**config.mk**
```make
export PLATFORM = sky130hd
export DESIGN_NAME = aoctr_regs
export DESIGN_NICKNAME = d
export VERILOG_FILES = /design/src/inc/aoctr_pkg.sv /design/src/hw/aoctr_regs.sv
export SDC_FILE = /design/constraint.sdc
export NUM_CORES = 1
export LEC_CHECK = 0
export BUFFER_PORTS_ARGS = -buffer_cell sky130_fd_sc_hd__buf_2
export CAP_MARGIN = 20
export CORE_MARGIN = 3
export CORE_UTILIZATION = 37
export CTS_CLUSTER_DIAMETER = 50
export CTS_CLUSTER_SIZE = 20
export DETAILED_ROUTE_END_ITERATION = 8
export HOLD_SLACK_MARGIN = 0.15
export PLACE_DENSITY = 0.61
export SLEW_MARGIN = 20
export SYNTH_ARGS = -nofsm -noshare
export SYNTH_HDL_FRONTEND = slang
export SYNTH_SLANG_ARGS = --single-unit
```
**constraint.sdc**
```tcl
create_clock -name sys_clk -period 3.35 [get_ports sys_clk]
set_clock_uncertainty 0.05 [all_clocks]
set_input_delay 0.5025 -clock sys_clk [delete_from_list [all_inputs] [get_ports sys_clk]]
set_output_delay 0.5025 -clock sys_clk [all_outputs]
set_load 0.02 [all_outputs]
```
**src/inc/aoctr_pkg.sv**
```systemverilog
// Package for the audio output clock and tone register bank.
// Assumes one 200 MHz system clock and a byte-wide register port.
package aoctr_pkg;

    // ****************************************
    // Register offsets
    // ****************************************
    localparam logic [7:0] OFS_PCM_FORMAT = 8'h55;
    localparam logic [7:0] OFS_CHANNEL_MAPPING = 8'h56;
    localparam logic [7:0] OFS_PLL_OUTPUT_DIVIDER = 8'h61;
    localparam logic [7:0] OFS_OVERSAMPLE_CLOCK_MODE = 8'h63;
    localparam logic [7:0] OFS_PLL_FRACTION_LOW = 8'h64;
    localparam logic [7:0] OFS_PLL_FRACTION_HIGH = 8'h65;
    localparam logic [7:0] OFS_DECODED_FRAMES_LOW = 8'h67;
    localparam logic [7:0] OFS_DECODED_FRAMES_MID = 8'h68;
    localparam logic [7:0] OFS_DECODED_FRAMES_HIGH = 8'h69;
    localparam logic [7:0] OFS_MEAN_STREAM_RATE = 8'h6A;
    localparam logic [7:0] OFS_FIRMWARE_REVISION = 8'h71;
    localparam logic [7:0] OFS_DECODE_START_CONTROL = 8'h72;
    localparam logic [7:0] OFS_HIGH_SHELF_CORNER_LOW = 8'h77;
    localparam logic [7:0] OFS_HIGH_SHELF_CORNER_HIGH = 8'h78;
    localparam logic [7:0] OFS_LOW_SHELF_CORNER_LOW = 8'h79;
    localparam logic [7:0] OFS_LOW_SHELF_CORNER_HIGH = 8'h7A;

    // ****************************************
    // Reset values and field positions
    // ****************************************
    localparam logic [7:0] RST_PCM_FORMAT = 8'h21;
    localparam logic [7:0] RST_BYTE_ZERO = 8'h00;
    localparam logic [7:0] RST_PLL_FRACTION_HIGH = 8'h5B;
    localparam logic [4:0] RST_PLL_OUTPUT_DIVIDER = 5'h00;
    localparam logic [7:0] RST_PCM_DIVIDER = 8'h01;
    localparam int SAMPLE_PRECISION_FIELD_LSB = 0;
    localparam int ALIGN_BIT = 4;
    localparam logic [1:0] SAMPLE_PRECISION_FIELD_16 = 2'h0;

    // ****************************************
    // Slot and frame sizes
    // ****************************************
    localparam logic [5:0] SLOTS_SHORT = 6'h10;
    localparam logic [5:0] SLOTS_LONG = 6'h20;
    localparam logic [6:0] BITS_PER_FRAME_SHORT = 7'h20;
    localparam logic [6:0] BITS_PER_FRAME_LONG = 7'h40;
    localparam logic [5:0] WORD_BITS_16 = 6'h10;
    localparam logic [5:0] WORD_BITS_18 = 6'h12;
    localparam logic [5:0] WORD_BITS_20 = 6'h14;
    localparam logic [5:0] WORD_BITS_24 = 6'h18;

    // Channel routing codes
    typedef enum logic [1:0] {
        aoctr_map_straight_t_v,
        aoctr_map_left_both_v,
        aoctr_map_right_both_v,
        aoctr_map_swap_v
    } aoctr_map_t;

    // Settings handed to the output and clock logic
    typedef struct packed {
        logic [5:0] word_bits;
        logic [5:0] slot_bits;
        logic [6:0] frame_bits;
        logic right_justify;
        logic [4:0] out_div;
        logic clock_fixed;
        logic [15:0] frac;
        logic [15:0] treble_hz;
        logic [15:0] bass_hz;
        logic run;
    } aoctr_cfg_t;

    // Host register access
    typedef struct packed {
        logic wr;
        logic rd;
        logic [7:0] addr;
        logic [7:0] wdata;
    } aoctr_req_t;

endpackage

```
**src/hw/aoctr_regs.sv**
```systemverilog
// Register bank of the audio output, PLL clock and tone settings.
// Assumes the control bus front end delivers one-cycle rd/wr strobes.
// Notes on behaviour
// - Precision code picks word and slot size
// - 32 bit clocks per frame, else 64
// - Channel map: straight, left, right, swap
// - Five-bit divider X divides VCO by X+1
// - Core (in mode zero only) and host both write divider
// - Mode one holds oversampling clock fixed
// - Mode zero follows Fs, default 256
// - Fraction is high*256 plus low byte
// - Core loads fraction at frame sync in mode zero only
// - 24-bit frame counter, cleared on reset
// - Average bitrate halved, read-only byte
// - Firmware revision readable after boot
// - Start bit write one begins decoding
// - Treble corner 16-bit hertz value
// - Bass corner 16-bit hertz value
// - Alignment bit only for long words
// - Bit clock divider is 2(1+div)
`timescale 1ns/100ps
module aoctr_regs
(
    // Clock and reset
    input wire logic sys_clk,
    input wire logic sys_rst,
    input wire logic soft_rst,
    // Host register port
    input wire aoctr_pkg::aoctr_req_t host_req,
    output logic [7:0] host_rdata,
    // Decoder core events
    input wire logic core_frame_done,
    input wire logic core_frame_sync,
    input wire logic core_boot_done,
    input wire logic [7:0] core_bitrate_half,
    input wire logic [7:0] core_fw_revision,
    input wire logic core_div_we,
    input wire logic [4:0] core_div_value,
    input wire logic [7:0] core_frac_low,
    input wire logic [7:0] core_frac_high,
    input wire logic [1:0] core_oversampling_clock_ratio,
    // Derived settings
    output aoctr_pkg::aoctr_cfg_t cfg,
    output logic [1:0] channel_mapping,
    output logic [7:0] oversampling_clock_fs_ratio_div,
    output logic [15:0] sck_half_div,
    output logic decoding
);
    localparam int MAP_W = 2;
    logic clr;
    logic [7:0] fmt_r;
    logic [7:0] pcm_div_r;
    logic [MAP_W-1:0] map_r;
    logic [4:0] div_r;
    logic mode_r;
    logic [7:0] frac_l_r;
    logic [7:0] frac_h_r;
    logic [23:0] frames_r;
    logic [7:0] rate_r;
    logic [7:0] fw_r;
    logic run_r;
    logic [7:0] tre_l_r, tre_h_r, bas_l_r, bas_h_r;
    logic [7:0] rdata_r;
    logic [1:0] sample_precision_field;
    logic [1:0] ratio_r;
    wire wr = host_req.wr;
    wire [7:0] a = host_req.addr;
    wire [7:0] d = host_req.wdata;

    assign clr = sys_rst | soft_rst;

    // ****************************************
    // Host writable registers, and the bit clock divider that only reset loads
    // ****************************************
    always_ff @(posedge sys_clk)
    begin
        if (clr)
        begin
            fmt_r <= aoctr_pkg::RST_PCM_FORMAT;
            pcm_div_r <= aoctr_pkg::RST_PCM_DIVIDER;
            map_r <= '0;
            mode_r <= 1'b0;
            frac_h_r <= aoctr_pkg::RST_PLL_FRACTION_HIGH;
            run_r <= 1'b0;
            tre_l_r <= aoctr_pkg::RST_BYTE_ZERO;
            tre_h_r <= aoctr_pkg::RST_BYTE_ZERO;
            bas_l_r <= aoctr_pkg::RST_BYTE_ZERO;
            bas_h_r <= aoctr_pkg::RST_BYTE_ZERO;
        end
        else
        begin
            if (wr && a == aoctr_pkg::OFS_PCM_FORMAT)
                fmt_r <= d;
            if (wr && a == aoctr_pkg::OFS_CHANNEL_MAPPING)
                map_r <= d[MAP_W-1:0];
            if (wr && a == aoctr_pkg::OFS_OVERSAMPLE_CLOCK_MODE)
                mode_r <= d[0];
            if (core_frame_sync && !mode_r)
                frac_h_r <= core_frac_high;
            else if (wr && a == aoctr_pkg::OFS_PLL_FRACTION_HIGH)
                frac_h_r <= d;
            if (wr && a == aoctr_pkg::OFS_DECODE_START_CONTROL)
                run_r <= d[0];
            if (wr && a == aoctr_pkg::OFS_HIGH_SHELF_CORNER_LOW)
                tre_l_r <= d;
            if (wr && a == aoctr_pkg::OFS_HIGH_SHELF_CORNER_HIGH)
                tre_h_r <= d;
            if (wr && a == aoctr_pkg::OFS_LOW_SHELF_CORNER_LOW)
                bas_l_r <= d;
            if (wr && a == aoctr_pkg::OFS_LOW_SHELF_CORNER_HIGH)
                bas_h_r <= d;
        end
    end

    // Low fraction byte has no reset value
    always_ff @(posedge sys_clk)
    begin
        if (core_frame_sync && !mode_r)
            frac_l_r <= core_frac_low;
        else if (wr && a == aoctr_pkg::OFS_PLL_FRACTION_LOW)
            frac_l_r <= d;
    end

    // ****************************************
    // Divider shared by core and host
    // ****************************************
    always_ff @(posedge sys_clk)
    begin
        if (clr)
            div_r <= aoctr_pkg::RST_PLL_OUTPUT_DIVIDER;
        else if (core_div_we && !mode_r)
            div_r <= core_div_value;
        else if (wr && a == aoctr_pkg::OFS_PLL_OUTPUT_DIVIDER)
            div_r <= d[4:0];
    end

    // ****************************************
    // Core status
    // ****************************************
    always_ff @(posedge sys_clk)
    begin
        if (clr)
        begin
            frames_r <= '0;
            rate_r <= aoctr_pkg::RST_BYTE_ZERO;
            fw_r <= aoctr_pkg::RST_BYTE_ZERO;
            ratio_r <= 2'h0;
        end
        else
        begin
            if (core_frame_done)
                frames_r <= frames_r + 24'h000001;
            if (core_frame_done)
                rate_r <= core_bitrate_half;
            if (core_boot_done)
                fw_r <= core_fw_revision;
            if (!mode_r && core_frame_sync)
                ratio_r <= core_oversampling_clock_ratio;
        end
    end

    // ****************************************
    // Read mux
    // ****************************************
    logic [7:0] rmux;
    always_comb
    begin
        unique case (a)
            aoctr_pkg::OFS_PCM_FORMAT: rmux = fmt_r;
            aoctr_pkg::OFS_CHANNEL_MAPPING: rmux = {6'h00, map_r};
            aoctr_pkg::OFS_PLL_OUTPUT_DIVIDER: rmux = {3'h0, div_r};
            aoctr_pkg::OFS_OVERSAMPLE_CLOCK_MODE: rmux = {7'h00, mode_r};
            aoctr_pkg::OFS_PLL_FRACTION_LOW: rmux = frac_l_r;
            aoctr_pkg::OFS_PLL_FRACTION_HIGH: rmux = frac_h_r;
            aoctr_pkg::OFS_DECODED_FRAMES_LOW: rmux = frames_r[7:0];
            aoctr_pkg::OFS_DECODED_FRAMES_MID: rmux = frames_r[15:8];
            aoctr_pkg::OFS_DECODED_FRAMES_HIGH: rmux = frames_r[23:16];
            aoctr_pkg::OFS_MEAN_STREAM_RATE: rmux = rate_r;
            aoctr_pkg::OFS_FIRMWARE_REVISION: rmux = fw_r;
            aoctr_pkg::OFS_DECODE_START_CONTROL: rmux = {7'h00, run_r};
            aoctr_pkg::OFS_HIGH_SHELF_CORNER_LOW: rmux = tre_l_r;
            aoctr_pkg::OFS_HIGH_SHELF_CORNER_HIGH: rmux = tre_h_r;
            aoctr_pkg::OFS_LOW_SHELF_CORNER_LOW: rmux = bas_l_r;
            aoctr_pkg::OFS_LOW_SHELF_CORNER_HIGH: rmux = bas_h_r;
            default: rmux = 8'h00;
        endcase
    end

    always_ff @(posedge sys_clk)
    begin
        if (sys_rst)
            rdata_r <= 8'h00;
        else if (host_req.rd)
            rdata_r <= rmux;
    end
    assign host_rdata = rdata_r;

    // ****************************************
    // Derived settings
    // ****************************************
    assign sample_precision_field = fmt_r[aoctr_pkg::SAMPLE_PRECISION_FIELD_LSB +: 2];
    always_comb
    begin
        cfg = '0;
        unique case (sample_precision_field)
            2'h0: cfg.word_bits = aoctr_pkg::WORD_BITS_16;
            2'h1: cfg.word_bits = aoctr_pkg::WORD_BITS_18;
            2'h2: cfg.word_bits = aoctr_pkg::WORD_BITS_20;
            2'h3: cfg.word_bits = aoctr_pkg::WORD_BITS_24;
        endcase
        cfg.slot_bits = (sample_precision_field == aoctr_pkg::SAMPLE_PRECISION_FIELD_16) ? aoctr_pkg::SLOTS_SHORT
                                                     : aoctr_pkg::SLOTS_LONG;
        cfg.frame_bits = (sample_precision_field == aoctr_pkg::SAMPLE_PRECISION_FIELD_16) ? aoctr_pkg::BITS_PER_FRAME_SHORT
                                                      : aoctr_pkg::BITS_PER_FRAME_LONG;
        cfg.right_justify = (sample_precision_field != aoctr_pkg::SAMPLE_PRECISION_FIELD_16) && !fmt_r[aoctr_pkg::ALIGN_BIT];
        cfg.out_div = div_r;
        cfg.clock_fixed = mode_r;
        cfg.frac = {frac_h_r, frac_l_r};
        cfg.treble_hz = {tre_h_r, tre_l_r};
        cfg.bass_hz = {bas_h_r, bas_l_r};
        cfg.run = run_r;
    end

    assign channel_mapping = map_r;
    // Ratio code 0 is 256 x Fs, then 384, then 512
    assign oversampling_clock_fs_ratio_div = {6'h00, ratio_r};
    assign sck_half_div = {7'h00, pcm_div_r, 1'b0} + 16'h0002;
    assign decoding = run_r;
endmodule

```
==> metrics.txt <==
combinational share of power 9.2%; first-pass GRT wire length about 31 mm; core area 15900 um2; worst-skew pair later-pin latency 0.43 ns; Inserted Clock Buffers 17; slew margin rel. 32.8%; RSZ-0062 raised after global routing false; ys flop type dfxtp_1; DP Wirelength roughly 16 mm; placed inst area between 6000 and 7000 um2; worst reg2reg endpoint frames_r[22]; row count 46; routed len/inst 20.3 um; Worst Hold Launch core_fw_revision[1]; period utilization between 60 and 70%; Post-synth top cells dfxtp_1 (107), nor2_1 (103), nand2_1 (74), mux2i_1 (64), buf_4 (43); Final ANT Viol Nets 0; Post-CTS Hold Fix Bufs 0; Setup CP Type primary input to flip-flop; count leader, synth dfxtp_1; CTS tree built; post-cts gate resize count 0; routed vias/inst 5.41; leading area contributor after synthesis dfxtp_1; Power Total approximately 3500 uW; vias in the first global route about 5000; antenna violations before repair 0; Die Wd roughly 130 um; clk root buf clkbuf_16; GRT Total Usage 23.1%; Pre-Repair DR Iteration Count 5; share of post-route cells with drive strength above 1 26.2%; post-layout min period 2.17 ns; dominant cells by area after synthesis dfxtp_1 (35%), mux2i_1 (11%), nor2_1 (6.4%); H-tree Lvls 4; Yosys top cell area share 35.4%; switch share between 20% and 30%; initial core utilization 37.9%; area of the multi-input gates 3260 um2; arrival time worst endpoint 2.47 ns; GRT Residual Overflow 0; Slew Viols, Final 0; maximum root-to-sink buffer count 2; number of buffers added on ports 139; Max Cap Viol 0; CP Capture Type flip-flop; total number of vias 5606; Psw 949 uW; initial DRC count approximately 470; Fillers 1591; Hold EP fw_r[1]; Inst Count DP 1005; clock slew seen by the registers of the worst setup and hold paths 0.06 ns; final WL 21.1 mm; Worst setup SP type primary input; FF+latch count, synth between 100 and 150; setup bufs post-CTS 0; worst r2r src frames_r[10]; layout net count 873; largest net degree at the start of global routing 45; clock group share of total power 49.7%; DIE AREA 17900 um2; Setup TNS 0 ns; Post-synth EDFFs 8; Synth Instances 685; final setup violation count 0; FF+latch area about 2400 um2; Flop pwr share 41.0%; reg2reg path depth 5; Internal Power 2550 uW; Final Hold Viols 0; maximum VDD drop between 0.3 and 0.4 mV; Pwr per Cell Area 479 nW/um2; Placer Congestion ~0.99; Remaining DRCs 0; leakage power 0.00306 uW; ant diodes 0; Clock Sink Count 115; CP max FO 13; Avg Cell Area, Syn 8.83 um2; Post-Layout Cell Count 1037; Ys Warns 0; worst hold stages 3; Post-synth ARST share 0%; Worst Path Required 3.65 ns; Die Ht 134 um; status finished, final reports clean; fin area 7300 um2; Area growth syn-to-layout 20.8%; slack of the worst reg-to-reg path between 1 and 1.5 ns; Synth cell types 75; I/O pin total 174; Max Freq roughly 0.46 GHz; HP Class primary input to flip-flop; post-synthesis sequential area ratio between 30 and 40%; Synth Cell Area 6050 um2; slew at the pin with the worst max-slew slack between 1 and 1.5 ns
[registers in the layout, summed over array words and instances, names as in the netlist, 2 cells and up]
register,flops
bas_h_r,8
bas_l_r,8
channel_mapping,2
div_r,5
fmt_r,8
frac_h_r,8
frac_l_r,8
frames_r,24
fw_r,8
host_rdata,8
rate_r,8
ratio_r,2
tre_h_r,8
tre_l_r,8
[cells by family after synthesis]
family / share of synthesized area (%)
compound gates: 14.0
xor+xnor: 2.90
fa+ha+maj: 0.207
buf+inv: 8.75
flops: 39.4
mux: 11.7
other cells: 0.124
simple gates: 22.9
[area by class of cell]
class | count | share of cell area [%]
clock buffer | 18 | 6.01
clock inverter | 14 | 1.75
inverter | 8 | 0.411
multi-input combinational | 515 | 44.6
sequential | 115 | 32.6
tap | 216 | 3.70
timing repair buffer | 151 | 10.9
[power groups by stage]
stage	sequential (uW)	clock [uW]	combinational [uW]
final	1440	1740	323
after global routing	1440	1820	346
after CTS	1440	1760	319
after global placement	1470	0	318
after floorplan	1470	0	215
after detailed placement	1470	0	318
[routing by layer]
| metal | share of wire [%] | vias to the layer above | global-route usage [%] |
|---|---|---|---|
| li1 | - | 2615 | - |
| met1 | 44 | 2632 | 32.5 |
| met2 | 45 | 320 | 34.6 |
| met3 | 8.7 | 39 | 5.25 |
| met4 | 2.8 | 0 | 8.74 |
| met5 | 0 | - | 0 |
[layout by cell type (no fill, tap or decap), types with 8 or more instances in the layout]
cell / Yosys / final
nand4_1: 8 / 8
and3_1: 10 / 10
a22o_1: 8 / 8
conb_1: 2 / 34
nand2_1: 74 / 74
a22oi_1: 12 / 12
nand3_1: 20 / 20
buf_2: 9 / 139
nor3_1: 11 / 11
dfxtp_1: 107 / 107
xnor2_1: 12 / 12
edfxtp_1: 8 / 8
o21ai_0: 13 / 13
a221oi_1: 8 / 8
mux2i_1: 64 / 64
nor2b_1: 13 / 13
a21oi_1: 16 / 16
clkbuf_16: 0 / 17
xor2_1: 8 / 8
nor2_1: 103 / 103
buf_4: 43 / 11
[critical path, stage by stage]
cell and delay (ns):
buf_2 0.23, nor2b_2 0.42, and4b_1 0.44, a22oi_1 0.20
a311oi_2 0.43, a2bb2oi_1 0.24
[per-stage QoR]
step	hold WS, ns	util [%]	worst slack [ns]
3_3_place_gp	0.395	42.3	0.827
5_1_grt	0.259	45.8	1.07
6_report	0.260	45.8	1.18
4_1_cts	0.250	45.8	1.23
2_1_floorplan	0.386	-	1.20
3_5_place_dp	0.397	42.3	0.871
[worst max path at each step]
stage / start / to / slack (ns) / cells past startpoint
4_1_cts: host_req[10] / host_rdata[5] / 1.23 / 6
2_1_floorplan: host_req[12] / frac_l_r[0] / 1.20 / 5
6_report: host_req[10] / host_rdata[5] / 1.18 / 6
5_1_grt: host_req[10] / fmt_r[4] / 1.07 / 6
3_5_place_dp: host_req[10] / fmt_r[6] / 0.87 / 6
3_3_place_gp: host_req[10] / fmt_r[4] / 0.83 / 6
No activity file was read; power rests on OpenSTA's default activity.
